--- src/verilog/ipe_pkg.sv ---
// package: register map, field positions, event codes, source indices
package ipe_pkg;
  localparam int          AddrW        = 12;
  localparam int          NumSrc       = 35;
  localparam int          LvlW         = 4;
  localparam int          CodeW        = 12;
  localparam logic [11:0] OffPriA      = 12'h000;
  localparam logic [11:0] OffPriB      = 12'h004;
  localparam logic [11:0] OffPriC      = 12'h008;
  localparam logic [11:0] OffPriD      = 12'h00c;
  localparam logic [11:0] OffPriE      = 12'h010;
  localparam logic [11:0] OffPrimCode  = 12'h014;
  localparam logic [11:0] OffSecCode   = 12'h018;
  localparam logic [11:0] OffStatus    = 12'h01c;
  localparam logic [15:0] PriReset     = 16'h0000;
  localparam logic [11:0] CodeNmi      = 12'h1c0;
  localparam logic [11:0] CodeDebug    = 12'h5e0;
  localparam logic [11:0] CodeLvl15    = 12'h200;
  localparam logic [11:0] CodeLvlStep  = 12'h020;
  localparam logic [11:0] CodeReset    = 12'h000;
  localparam logic [4:0]  LvlNmi       = 5'h10;
  localparam logic [4:0]  LvlDebug     = 5'h0f;
  localparam logic [4:0]  LvlMax       = 5'h0f;
  // field selectors: register index 0..4 (a..e), nibble index 0..3
  localparam logic [2:0]  RegA = 3'h0;
  localparam logic [2:0]  RegB = 3'h1;
  localparam logic [2:0]  RegC = 3'h2;
  localparam logic [2:0]  RegD = 3'h3;
  localparam logic [2:0]  RegE = 3'h4;
  localparam logic [2:0]  RegFixed = 3'h7;
  // programmable sources in default order; index 0 highest
  localparam logic [2:0] SrcReg [NumSrc] = '{
    RegC, RegC, RegC, RegC, RegD, RegD, RegD, RegD,
    RegE, RegE, RegE, RegE, RegE, RegE, RegE, RegE,
    RegE, RegE, RegE, RegE, RegE, RegA, RegA, RegA, RegA,
    RegA, RegA, RegA, RegB, RegB, RegB, RegB, RegB, RegB, RegB};
  localparam logic [1:0] SrcNib [NumSrc] = '{
    2'h0, 2'h1, 2'h2, 2'h3, 2'h0, 2'h1, 2'h3, 2'h2,
    2'h3, 2'h3, 2'h3, 2'h3, 2'h2, 2'h2, 2'h2, 2'h2,
    2'h1, 2'h1, 2'h1, 2'h1, 2'h0, 2'h3, 2'h2, 2'h1, 2'h1,
    2'h0, 2'h0, 2'h0, 2'h1, 2'h1, 2'h1, 2'h1, 2'h3, 2'h2, 2'h2};
  localparam logic [11:0] SrcCode [NumSrc] = '{
    12'h600, 12'h620, 12'h640, 12'h660, 12'h680, 12'h6a0,
    12'h700, 12'h720, 12'h800, 12'h820, 12'h840, 12'h860,
    12'h880, 12'h8a0, 12'h8c0, 12'h8e0, 12'h900, 12'h920,
    12'h940, 12'h960, 12'h980, 12'h400, 12'h420, 12'h440,
    12'h460, 12'h480, 12'h4a0, 12'h4c0, 12'h4e0, 12'h500,
    12'h520, 12'h540, 12'h560, 12'h580, 12'h5a0};
  // 1 = primary code follows the level, 0 = primary equals secondary
  localparam logic [NumSrc-1:0] SrcLvlCode = 35'h0_001f_ffff;
  typedef enum logic [2:0] {
    IPE_IDLE = 3'b001,
    IPE_REQ  = 3'b010,
    IPE_ACK  = 3'b100
  } ipe_state_t;
endpackage
--- src/verilog/ipe_core.sv ---
// interrupt priority resolver and event code generator with apb slave
// Operation
// every source gets its own event code
// programmable levels 0-15 in five registers
// reset clears all programmable levels
// ties resolved by fixed default order
// level-coded primary for range-coded sources
// level code h200 at 15, step h20
// nmi level 16, code h1c0 both
// debug level 15 fixed, code h5e0
// request lines 0-3 in register c
// lines 4-5, port groups in register d
// four transfer ends share e[15:12]
// infrared requests share e[11:8]
// fifo serial requests share e[7:4]
// converter end uses e[3:0], h980
// timers in register a, underflow over capture
// clock unit requests share a[3:0]
// basic serial requests share b[7:4]
// watchdog b[15:12], refresh pair b[11:8]
// present highest level, latch codes on accept
//
// The APB register port and the register offsets were left to the implementer.
`timescale 1ns/10ps
module ipe_core
  import ipe_pkg::*;
(
  input  wire logic                 ref_clk,
  input  wire logic                 sys_rst,
  input  wire logic                 psel,
  input  wire logic                 penable,
  input  wire logic                 pwrite,
  input  wire logic [ipe_pkg::AddrW-1:0] paddr,
  input  wire logic [31:0]          pwdata,
  output logic      [31:0]          prdata,
  output logic                      pready,
  output logic                      pslverr,
  input  wire logic                 nmiRequest,
  input  wire logic                 debugRequest,
  input  wire logic [ipe_pkg::NumSrc-1:0] srcRequest,
  input  wire logic [3:0]           cpuMaskLevel,
  input  wire logic                 cpuAccept,
  output logic                      intRequest,
  output logic      [4:0]           intLevel,
  output logic      [ipe_pkg::CodeW-1:0] primary_event_code,
  output logic      [ipe_pkg::CodeW-1:0] secondary_event_code
);
  import ipe_pkg::*;

  logic [15:0]      priority_reg_a_ff;
  logic [15:0]      priority_reg_b_ff;
  logic [15:0]      priority_reg_c_ff;
  logic [15:0]      priority_reg_d_ff;
  logic [15:0]      priority_reg_e_ff;
  logic [15:0]      selReg;
  logic [3:0]       srcLvl [NumSrc];
  logic [4:0]       bestLvl;
  logic [CodeW-1:0] bestPrim;
  logic [CodeW-1:0] bestSec;
  logic             bestValid;
  logic [CodeW-1:0] nxt_prim;
  logic [CodeW-1:0] nxt_sec;
  logic [4:0]       heldLvl_ff;
  logic [CodeW-1:0] heldPrim_ff;
  logic [CodeW-1:0] heldSec_ff;
  ipe_state_t       state_ff;
  logic             apbWrite;
  logic             apbRead;

  assign apbWrite = psel && penable && pwrite;
  assign apbRead  = psel && !penable && !pwrite;

  // apb registers; writes land on the access edge, zero wait states
  always_ff @(posedge ref_clk or posedge sys_rst) begin
    if (sys_rst) begin
      priority_reg_a_ff <= PriReset;
      priority_reg_b_ff <= PriReset;
      priority_reg_c_ff <= PriReset;
      priority_reg_d_ff <= PriReset;
      priority_reg_e_ff <= PriReset;
    end else if (apbWrite) begin
      unique case (paddr)
        OffPriA: priority_reg_a_ff <= pwdata[15:0];
        OffPriB: priority_reg_b_ff <= pwdata[15:0];
        OffPriC: priority_reg_c_ff <= pwdata[15:0];
        OffPriD: priority_reg_d_ff <= pwdata[15:0];
        OffPriE: priority_reg_e_ff <= pwdata[15:0];
        default: ;
      endcase
    end
  end

  // read data is prepared in setup so it is stable in the access phase
  always_ff @(posedge ref_clk or posedge sys_rst) begin
    if (sys_rst) begin
      prdata  <= 32'h0000_0000;
      pslverr <= 1'b0;
      pready  <= 1'b0;
    end else begin
      pready  <= psel && !penable;
      pslverr <= 1'b0;
      if (psel && !penable) begin
        pslverr <= 1'b0;
        unique case (paddr)
          OffPriA:     prdata <= {16'h0000, priority_reg_a_ff};
          OffPriB:     prdata <= {16'h0000, priority_reg_b_ff};
          OffPriC:     prdata <= {16'h0000, priority_reg_c_ff};
          OffPriD:     prdata <= {16'h0000, priority_reg_d_ff};
          OffPriE:     prdata <= {16'h0000, priority_reg_e_ff};
          OffPrimCode: prdata <= {20'h00000, primary_event_code};
          OffSecCode:  prdata <= {20'h00000, secondary_event_code};
          OffStatus:   prdata <= {26'h0000000, intRequest, intLevel};
          default: begin
            prdata  <= 32'h0000_0000;
            pslverr <= 1'b1;
          end
        endcase
      end
      if (!apbRead && !(psel && !penable)) prdata <= prdata;
    end
  end

  // level field per source
  always_comb begin
    selReg = priority_reg_e_ff;
    for (int i = 0; i < NumSrc; i++) begin
      unique case (SrcReg[i])
        RegA:    selReg = priority_reg_a_ff;
        RegB:    selReg = priority_reg_b_ff;
        RegC:    selReg = priority_reg_c_ff;
        RegD:    selReg = priority_reg_d_ff;
        default: selReg = priority_reg_e_ff;
      endcase
      srcLvl[i] = selReg[SrcNib[i]*4 +: 4];
    end
  end

  // strict > keeps the earliest in default order on ties
  always_comb begin
    bestValid = 1'b0;
    bestLvl   = 5'h00;
    bestPrim  = CodeReset;
    bestSec   = CodeReset;
    if (nmiRequest) begin
      bestValid = 1'b1;
      bestLvl   = LvlNmi;
      bestPrim  = CodeNmi;
      bestSec   = CodeNmi;
    end else begin
      if (debugRequest) begin
        bestValid = 1'b1;
        bestLvl   = LvlDebug;
        bestPrim  = CodeDebug;
        bestSec   = CodeDebug;
      end
      for (int i = 0; i < NumSrc; i++) begin
        if (srcRequest[i] && srcLvl[i] != 4'h0 &&
            {1'b0, srcLvl[i]} > bestLvl) begin
          bestValid = 1'b1;
          bestLvl   = {1'b0, srcLvl[i]};
          bestSec   = SrcCode[i];
          if (SrcLvlCode[i])
            bestPrim = CodeLvl15 +
              CodeW'((LvlMax - {1'b0, srcLvl[i]}) * CodeLvlStep);
          else
            bestPrim = SrcCode[i];
        end
      end
    end
    if (bestLvl <= {1'b0, cpuMaskLevel} && !nmiRequest) bestValid = 1'b0;
  end

  assign nxt_prim = heldPrim_ff;
  assign nxt_sec  = heldSec_ff;

  // request handshake with the core
  always_ff @(posedge ref_clk or posedge sys_rst) begin
    if (sys_rst) begin
      state_ff    <= IPE_IDLE;
      intRequest  <= 1'b0;
      intLevel    <= 5'h00;
      heldLvl_ff  <= 5'h00;
      heldPrim_ff <= CodeReset;
      heldSec_ff  <= CodeReset;
    end else begin
      unique case (state_ff)
        IPE_IDLE, IPE_ACK: begin
          intRequest <= bestValid;
          intLevel   <= bestValid ? bestLvl : 5'h00;
          heldPrim_ff <= bestPrim;
          heldSec_ff  <= bestSec;
          heldLvl_ff  <= bestLvl;
          state_ff   <= bestValid ? IPE_REQ : IPE_IDLE;
        end
        IPE_REQ: begin
          if (cpuAccept) begin
            intRequest <= 1'b0;
            intLevel   <= 5'h00;
            state_ff   <= IPE_ACK;
          end else begin
            intRequest  <= bestValid;
            intLevel    <= bestValid ? bestLvl : 5'h00;
            heldPrim_ff <= bestPrim;
            heldSec_ff  <= bestSec;
            heldLvl_ff  <= bestLvl;
            state_ff    <= bestValid ? IPE_REQ : IPE_IDLE;
          end
        end
      endcase
    end
  end

  // event registers latch on acceptance
  always_ff @(posedge ref_clk or posedge sys_rst) begin
    if (sys_rst) begin
      primary_event_code   <= CodeReset;
      secondary_event_code <= CodeReset;
    end else if (state_ff == IPE_REQ && cpuAccept) begin
      primary_event_code   <= nxt_prim;
      secondary_event_code <= nxt_sec;
    end
  end

  // checks on resolver, handshake and register file
  a_nmi_code: assert property (
    @(posedge ref_clk) disable iff (sys_rst)
    (state_ff == IPE_REQ && cpuAccept && heldLvl_ff == LvlNmi)
      |=> primary_event_code == CodeNmi && secondary_event_code == CodeNmi)
    else $error("nmi code wrong");

  a_debug_code: assert property (
    @(posedge ref_clk) disable iff (sys_rst)
    (state_ff == IPE_REQ && cpuAccept && heldSec_ff == CodeDebug)
      |=> primary_event_code == CodeDebug &&
          secondary_event_code == CodeDebug)
    else $error("debug code wrong");

  a_level_code: assert property (
    @(posedge ref_clk) disable iff (sys_rst)
    (state_ff == IPE_REQ && cpuAccept && heldSec_ff >= SrcCode[0])
      |=> primary_event_code == {3'h1, ~heldLvl_ff[3:0], 5'h00})
    else $error("level code mismatch");

  a_fixed_code: assert property (
    @(posedge ref_clk) disable iff (sys_rst)
    (state_ff == IPE_REQ && cpuAccept && heldSec_ff < SrcCode[0])
      |=> primary_event_code == secondary_event_code)
    else $error("fixed source code pair differs");

  a_sec_latched: assert property (
    @(posedge ref_clk) disable iff (sys_rst)
    (state_ff == IPE_REQ && cpuAccept)
      |=> secondary_event_code == $past(heldSec_ff))
    else $error("secondary code not latched");

  a_codes_hold: assert property (
    @(posedge ref_clk) disable iff (sys_rst)
    !(state_ff == IPE_REQ && cpuAccept)
      |=> $stable(primary_event_code) && $stable(secondary_event_code))
    else $error("event codes moved without accept");

  a_reset_levels: assert property (
    @(posedge ref_clk)
    $fell(sys_rst) |-> priority_reg_a_ff == PriReset &&
      priority_reg_b_ff == PriReset && priority_reg_c_ff == PriReset &&
      priority_reg_d_ff == PriReset && priority_reg_e_ff == PriReset)
    else $error("levels not cleared");

  a_write_lands: assert property (
    @(posedge ref_clk) disable iff (sys_rst)
    (apbWrite && paddr == OffPriC)
      |=> priority_reg_c_ff == $past(pwdata[15:0]))
    else $error("write lost");

  a_write_e_lands: assert property (
    @(posedge ref_clk) disable iff (sys_rst)
    (apbWrite && paddr == OffPriE)
      |=> priority_reg_e_ff == $past(pwdata[15:0]))
    else $error("write to register e lost");

  a_read_level: assert property (
    @(posedge ref_clk) disable iff (sys_rst)
    (psel && !penable && paddr == OffPriA)
      |=> prdata == {16'h0000, $past(priority_reg_a_ff)})
    else $error("level read back wrong");

  a_pready_access: assert property (
    @(posedge ref_clk) disable iff (sys_rst)
    (psel && !penable) |=> pready)
    else $error("no ready in access phase");

  a_unmapped_err: assert property (
    @(posedge ref_clk) disable iff (sys_rst)
    (psel && !penable && paddr > OffStatus)
      |=> pslverr && prdata == '0)
    else $error("unmapped access not refused");

  a_nmi_wins: assert property (
    @(posedge ref_clk) disable iff (sys_rst)
    (nmiRequest && state_ff != IPE_REQ)
      |=> intRequest && intLevel == LvlNmi)
    else $error("nmi not presented");

  a_debug_level: assert property (
    @(posedge ref_clk) disable iff (sys_rst)
    (debugRequest && !nmiRequest && state_ff != IPE_REQ &&
     {1'b0, cpuMaskLevel} < LvlDebug)
      |=> intRequest && intLevel == LvlDebug)
    else $error("debug not presented at fixed level");

  a_above_mask: assert property (
    @(posedge ref_clk) disable iff (sys_rst)
    intRequest |-> intLevel > {1'b0, $past(cpuMaskLevel)} ||
      intLevel == LvlNmi)
    else $error("request at or below mask");

  a_no_source: assert property (
    @(posedge ref_clk) disable iff (sys_rst)
    (!nmiRequest && !debugRequest && srcRequest == '0)
      |=> !intRequest)
    else $error("request with no source");

  a_accept_drop: assert property (
    @(posedge ref_clk) disable iff (sys_rst)
    (state_ff == IPE_REQ && cpuAccept)
      |=> !intRequest && intLevel == '0)
    else $error("request kept after accept");

  a_level_shown: assert property (
    @(posedge ref_clk) disable iff (sys_rst)
    intRequest |-> intLevel != '0)
    else $error("request shown without level");

  a_tie_order: assert property (
    @(posedge ref_clk) disable iff (sys_rst)
    (!nmiRequest && !debugRequest && srcRequest[8] && srcRequest[23] &&
     $countones(srcRequest) == 2 && state_ff != IPE_REQ &&
     priority_reg_a_ff[7:4] == priority_reg_e_ff[15:12] &&
     priority_reg_e_ff[15:12] > cpuMaskLevel)
      |=> heldSec_ff == SrcCode[8])
    else $error("tie order broken");

  a_dma_order: assert property (
    @(posedge ref_clk) disable iff (sys_rst)
    (!nmiRequest && !debugRequest && srcRequest[8] && srcRequest[11] &&
     $countones(srcRequest) == 2 && state_ff != IPE_REQ &&
     priority_reg_e_ff[15:12] > cpuMaskLevel)
      |=> heldSec_ff == SrcCode[8])
    else $error("transfer end order broken");

  a_capture_order: assert property (
    @(posedge ref_clk) disable iff (sys_rst)
    (!nmiRequest && !debugRequest && srcRequest[23] && srcRequest[24] &&
     $countones(srcRequest) == 2 && state_ff != IPE_REQ &&
     priority_reg_a_ff[7:4] > cpuMaskLevel)
      |=> heldSec_ff == SrcCode[23])
    else $error("timer underflow order broken");
endmodule

--- config.mk ---
export PLATFORM = sky130hd
export DESIGN_NAME = ipe_core
export DESIGN_NICKNAME = d
export VERILOG_FILES = /design/src/verilog/ipe_pkg.sv /design/src/verilog/ipe_core.sv
export SDC_FILE = /design/constraint.sdc
export NUM_CORES = 1
export LEC_CHECK = 0
export ABC_AREA = 1
export BUFFER_PORTS_ARGS = -buffer_cell sky130_fd_sc_hd__buf_2
export CORE_ASPECT_RATIO = 0.9
export CORE_MARGIN = 3
export CORE_UTILIZATION = 50
export DETAILED_ROUTE_END_ITERATION = 10
export PLACE_DENSITY = 0.7
export RECOVER_POWER = 25
export SETUP_SLACK_MARGIN = 0.02
export SYNTH_ARGS = -nofsm -noshare
export SYNTH_HDL_FRONTEND = slang
export SYNTH_SLANG_ARGS = --single-unit
--- constraint.sdc ---
create_clock -name ref_clk -period 93.1 [get_ports ref_clk]
set_input_delay 18.62 -clock ref_clk [delete_from_list [all_inputs] [get_ports ref_clk]]
set_output_delay 18.62 -clock ref_clk [all_outputs]
set_load 0.02 [all_outputs]
==> flow_metrics.env, run 1 <==
export IMPL_synth_area_per_cell_sq_um=6.57
export IMPL_crit_buf_inv=36
export IMPL_cp_depth=270
export IMPL_setup_ws_ns=34.77
export IMPL_drive_above_1_share_pct=16.7
export IMPL_rsz0062_at_grt="false"
export IMPL_dieHeight_um=161
export IMPL_start_util_pct=51.8
export IMPL_maxCapViolations=1
export IMPL_clock_sinks=132
export IMPL_leakage_nw=8.02
export IMPL_powerDensity_nw_per_um2=10.9
export IMPL_slew_violations=80
export IMPL_place_congestion=1.01
export IMPL_cts_htree_levels=4
export IMPL_slew_headroom_pct=-148
export IMPL_cts_buffers=17
export IMPL_drt_first_pass_iters=6
export IMPL_postCtsSetupRepairBufs=0
export IMPL_cts_path_max_buffers=2
export IMPL_grt_total_usage_pct=28.7
export IMPL_vdd_drop_max_uv=10.3
export IMPL_crit_path_end_kind="flip-flop"
export IMPL_avgViaCountPerCell=5.53
export IMPL_max_stage_delay_ns=0.46
export IMPL_status="complete, but fails checks"
export IMPL_ios=155
export IMPL_crit_family="simple AND/OR/NAND/NOR gates"
export IMPL_hpwl_um=32300
export IMPL_finalSetupViolCount=0
export IMPL_finalCriticalPeriod_ns=58.33
export IMPL_r2r_setup_slack_ns=52.90
export IMPL_fin_util_pct=56.0
export IMPL_fp_coreArea_sq_um=25700
export IMPL_dp_slack_ns=34.79
export IMPL_wl_um=41100
export IMPL_synthCells=2025
export IMPL_post_dp_cell_area_sq_um=13800
export IMPL_drtAntennaViolNets=0
export IMPL_ctsResizeCount=0
export IMPL_antenna_found_initial=0
export IMPL_violations="max-capacitance violations, max-slew violations"
export IMPL_cp_max_fo=15
export IMPL_hold_depth=2
export IMPL_first_iter_violations=1605
export IMPL_fin_crit_sh_pct=62.7
export IMPL_grt_pass1_vias=12200
export IMPL_synth_sequential_area_ratio_pct=24.8
export IMPL_detail_route_wl_per_cell_um=16.7
export IMPL_cts_tree="yes"
export IMPL_synthTopCellsByCount="nand2_1, inv_1, nand3_1, o21ai_0, dfrtp_1"
export IMPL_synth_area_sq_um=13300
export IMPL_path_clk_slew_ns=0.06
export IMPL_synth_area_top_cells="dfrtp_1, nand2_1, inv_1, nand3_1, o21ai_0"
export IMPL_grt_start_max_net_pins=80
export IMPL_yosysMostFrequentCell="nand2_1"
export IMPL_row_count=55
export IMPL_required_ns=93.46
export IMPL_drc=0
export IMPL_synthArstFlopShare_pct=100
export IMPL_fin_hold_ws_ns=0.482
export IMPL_clk_latency_ns=0.43
export IMPL_tns_ns=0
export IMPL_max_freq_ghz=0.0171
export IMPL_port_buffers=111
export IMPL_die_area_sq_um=28600
export IMPL_worst_r2r_path_depth=268
export IMPL_vias=13600
export IMPL_criticalPathCategory="in -> reg"
export IMPL_design_area_sq_um=14400
export IMPL_grt_pass1_wl_um=65100
export IMPL_nNetsFinal=2275
export IMPL_worst_path_most_repeated_cell="nand2_1"
export IMPL_yosys_warnings=0
export IMPL_arrival_ns=58.69
export IMPL_finalHoldViolations=0
export IMPL_syn_to_final_growth_pct=8.15
export IMPL_hp_class="reg -> reg"
export IMPL_power_total_mw=0.157
export IMPL_n_antenna_cell=0
export IMPL_cts_root_buf="clkbuf_16"
export IMPL_fin_cells=2459
export IMPL_synth_top_area_share_pct=24.6
export IMPL_grt_overflow=0
export IMPL_worst_pin_slew_ns=3.71
export IMPL_ys_ff_latch=132
export IMPL_dp_cells=2427
export IMPL_cp_start_kind="input port"
export IMPL_synth_edf_count=0
export IMPL_die_x_um=178
export IMPL_crit_path_top_delay_cell="o21ai_0"
export IMPL_ctsHoldBuffers=0
export IMPL_synth_ff_type="dfrtp_1"
export IMPL_yosysTopAreaCell="dfrtp_1"
export IMPL_finalClockSkew_ns=0.00966
export IMPL_ys_types=53
-- worst paths after layout --
path | start | endpoint
setup / recovery | debugRequest | intLevel[0]$_DFF_PP0_
hold / removal | heldSec_ff[9]$_DFFE_PP0N_ | secondary_event_code[9]$_DFFE_PP0P_
setup reg to reg | priority_reg_c_ff[3]$_DFFE_PP0P_ | intLevel[0]$_DFF_PP0_
hold reg to reg | heldSec_ff[9]$_DFFE_PP0N_ | secondary_event_code[9]$_DFFE_PP0P_
max in group asynchronous | sys_rst | priority_reg_d_ff[11]$_DFFE_PP0P_
min in group asynchronous | sys_rst | prdata[9]$_DFFE_PP0P_
-- flip-flops by register name, summed over array words and instances, names as in the netlist --
register,count
prdata,16
priority_reg_a_ff,16
priority_reg_b_ff,16
priority_reg_c_ff,16
priority_reg_d_ff,16
priority_reg_e_ff,16
heldSec_ff,7
secondary_event_code,7
heldPrim_ff,6
primary_event_code,6
intLevel,5
state_ff,3
pready,1
pslverr,1
-- layer usage --
layer  vias up  track usage (%)  share of wire [%]
met5         -                0                  0
met4         0             8.28                2.9
met3        69             6.50                9.8
met2       568             41.1                 41
met1      6230             42.9                 46
li1       6731                -                  -
-- kinds of logic after synthesis --
| logic type | count (synthesis) | share of synthesized area, % |
|---|---|---|
| DFF | 132 | 24.8 |
| and+or+nand+nor | 996 | 37.1 |
| adders and majority gates | 80 | 7.53 |
| buffers and inverters | 457 | 15.1 |
| AOI/OAI and AO/OA | 359 | 15.4 |
| other | 1 | 0.0282 |
-- where the power goes --
part           total [mW]  leakage (nW)  switching, mW  internal, mW
combinational      0.0280          5.95         0.0191       0.00883
clock              0.0675         0.277         0.0299        0.0376
sequential         0.0615          1.79        0.00170        0.0598
-- area by class of cell --
| class | instances | area (sq um) |
|---|---|---|
| clock buffers | 18 | 429 |
| clock inverters | 14 | 143 |
| flip-flops and latches | 132 | 3300 |
| multi-input cells | 1462 | 8080 |
| well taps | 342 | 428 |
| fillers | 2537 | 11300 |
| inverters | 377 | 1420 |
| repair buffers | 114 | 578 |
-- placed cells by master (no fill, tap or decap), types with 3 or more instances in the layout --
master,instances
a211oi_1,10
a21oi_1,35
a21oi_2,10
a31oi_1,4
and2_1,4
buf_2,111
buf_4,3
clkbuf_16,17
clkinv_1,5
conb_1,27
dfrtp_1,131
ha_1,80
inv_1,351
inv_2,18
inv_6,6
nand2_1,435
nand2_2,86
nand2_4,23
nand3_1,217
nand3_2,32
nand3b_1,8
nand4_1,19
nor2_1,105
nor2_2,20
nor2_4,5
nor3_1,18
nor4_1,17
o211ai_1,12
o21ai_0,205
o21ai_1,14
o22ai_1,44
o311ai_0,3
o41ai_1,11
-- worst register-to-register path, delay by kind of cell, from the launching register on --
| family | cells | cell delay, ns |
|---|---|---|
| AO/OA/AOI/OAI | 37 | 7.86 |
| adder cells (fa/ha/maj) | 36 | 11.23 |
| buffers and inverters | 34 | 3.18 |
| flip-flops | 1 | 0.44 |
| AND/OR/NAND/NOR | 161 | 17.38 |
(Power assumes the default switching activity.)
==> run 2: changes to the inputs <==
==> constraint.sdc (replaced) <==
create_clock -name ref_clk -period 59.1 [get_ports ref_clk]
set_input_delay 11.82 -clock ref_clk [delete_from_list [all_inputs] [get_ports ref_clk]]
set_output_delay 11.82 -clock ref_clk [all_outputs]
set_load 0.02 [all_outputs]
==> flow_metrics.env, run 2 (synthesized netlist as in run 1, its figures left out) <==
export IMPL_cts_htree_levels=4
export IMPL_setup_ws_ns=7.37
export IMPL_final_common_cell="nand2_1"
export IMPL_grt_total_usage_pct=28.8
export IMPL_vdd_drop_max_uv=17.0
export IMPL_required_ns=59.47
export IMPL_die_area_sq_um=28600
export IMPL_drive_above_1_share_pct=16.3
export IMPL_fin_crit_sh_pct=87.5
export IMPL_slew_violations=96
export IMPL_syn_to_final_growth_pct=8.03
export IMPL_slew_headroom_pct=-79.2
export IMPL_hpwl_um=32300
export IMPL_finalHoldViolations=0
export IMPL_fp_coreArea_sq_um=25700
export IMPL_path_clk_slew_ns=0.07
export IMPL_combPwrFrac_pct=17.7
export IMPL_clk_latency_ns=0.43
export IMPL_nNetsFinal=2275
export IMPL_status="complete, but fails checks"
export IMPL_hold_depth=2
export IMPL_n_antenna_cell=0
export IMPL_final_cell_mix="nand2_1, inv_1, nand3_1"
export IMPL_ctsResizeCount=0
export IMPL_grt_start_max_net_pins=74
export IMPL_finalSetupViolCount=0
export IMPL_finalCriticalPeriod_ns=51.73
export IMPL_fin_cells=2459
export IMPL_swShare_pct=32.4
export IMPL_worst_pin_slew_ns=2.67
export IMPL_finalClockSkew_ns=0.0106
export IMPL_power_switching_mw=0.0801
export IMPL_tns_ns=0
export IMPL_violations="max-capacitance violations, max-slew violations"
export IMPL_cp_depth=275
export IMPL_r2r_setup_slack_ns=18.68
export IMPL_cts_tree="yes"
export IMPL_port_buffers=111
export IMPL_maxCapViolations=2
export IMPL_rsz0062_at_grt="false"
export IMPL_worst_path_most_repeated_cell="nand2_1"
export IMPL_crit_path_top_delay_cell="o21ai_0"
export IMPL_row_count=55
export IMPL_pwr_share_seq_pct=39.1
export IMPL_worst_r2r_path_depth=273
export IMPL_ios=155
export IMPL_cp_max_fo=15
export IMPL_powerDensity_nw_per_um2=17.2
export IMPL_drt_first_pass_iters=6
export IMPL_criticalPathCategory="in -> reg"
export IMPL_detail_route_wl_per_cell_um=16.8
export IMPL_crit_path_end_kind="flip-flop"
export IMPL_postCtsSetupRepairBufs=0
export IMPL_drtAntennaViolNets=0
export IMPL_leakage_nw=7.98
export IMPL_p_int_mw=0.167
export IMPL_cts_root_buf="clkbuf_16"
export IMPL_wl_um=41200
export IMPL_dp_cells=2427
export IMPL_cts_buffers=17
export IMPL_grt_pass1_wl_um=65200
export IMPL_crit_buf_inv=39
export IMPL_hp_class="reg -> reg"
export IMPL_cp_start_kind="input port"
export IMPL_ctsHoldBuffers=0
export IMPL_dp_slack_ns=7.35
export IMPL_clkPwrFrac_pct=43.2
export IMPL_antenna_found_initial=0
export IMPL_clock_sinks=132
export IMPL_grt_overflow=0
export IMPL_max_freq_ghz=0.0193
export IMPL_fin_util_pct=56.0
export IMPL_place_congestion=1.00
export IMPL_grt_pass1_vias=12300
export IMPL_dieHeight_um=161
export IMPL_avgViaCountPerCell=5.49
export IMPL_first_iter_violations=1404
export IMPL_max_stage_delay_ns=0.46
export IMPL_arrival_ns=52.10
export IMPL_crit_family="simple AND/OR/NAND/NOR gates"
export IMPL_cts_path_max_buffers=2
export IMPL_start_util_pct=51.8
export IMPL_vias=13500
export IMPL_drc=0
export IMPL_die_x_um=178
export IMPL_fin_hold_ws_ns=0.477
## run 2: worst register-to-register path: cells and delay by family, from the launching register on
kind | cells | cell delay, ns
flip-flops | 1 | 0.46
adder cells (fa/ha/maj) | 36 | 11.15
AND/OR/NAND/NOR | 163 | 17.45
AO/OA/AOI/OAI | 37 | 7.91
buffers and inverters | 37 | 3.41
## run 2: final timing paths
path                                             startpoint                                 to
setup reg to reg           priority_reg_c_ff[3]$_DFFE_PP0P_              intLevel[1]$_DFF_PP0_
min in group asynchronous                           sys_rst              prdata[9]$_DFFE_PP0P_
hold reg to reg                  heldPrim_ff[8]$_DFFE_PP0N_         heldPrim_ff[8]$_DFFE_PP0N_
hold / removal                   heldPrim_ff[8]$_DFFE_PP0N_         heldPrim_ff[8]$_DFFE_PP0N_
max in group asynchronous                           sys_rst  priority_reg_c_ff[13]$_DFFE_PP0P_
setup / recovery                               debugRequest              intLevel[1]$_DFF_PP0_
## run 2: metrics by stage
step | instance area, sq um | power [mW]
after detailed placement | 13800 | 0.142
after global routing | 14400 | 0.258
final | 14400 | 0.247
after floorplan | 13400 | 0.128
after global placement | 13800 | 0.141
after CTS | 14400 | 0.248
## run 2: layout make-up
cell class,instances,area [sq um]
clock buffer,18,429
clock inverter,14,143
fill,2534,11300
inverter,377,1420
multi-input combinational,1462,8080
sequential,132,3300
tap,342,428
timing repair buffer,114,562
## run 2: metal layers
metal,vias up,global-route usage (%),wire (um)
met5,-,0,0
met4,0,8.89,1240
li1,6728,-,-
met3,82,6.64,3820
met2,530,42.3,17200
met1,6158,41.9,19000
## run 2: power groups by stage
stage,sequential (mW),clock (mW),combinational (mW)
2_1_floorplan,0.101,0,0.0271
3_3_place_gp,0.0983,0,0.0426
3_5_place_dp,0.0984,0,0.0434
4_1_cts,0.0967,0.107,0.0436
5_1_grt,0.0971,0.111,0.0492
6_report,0.0968,0.107,0.0437
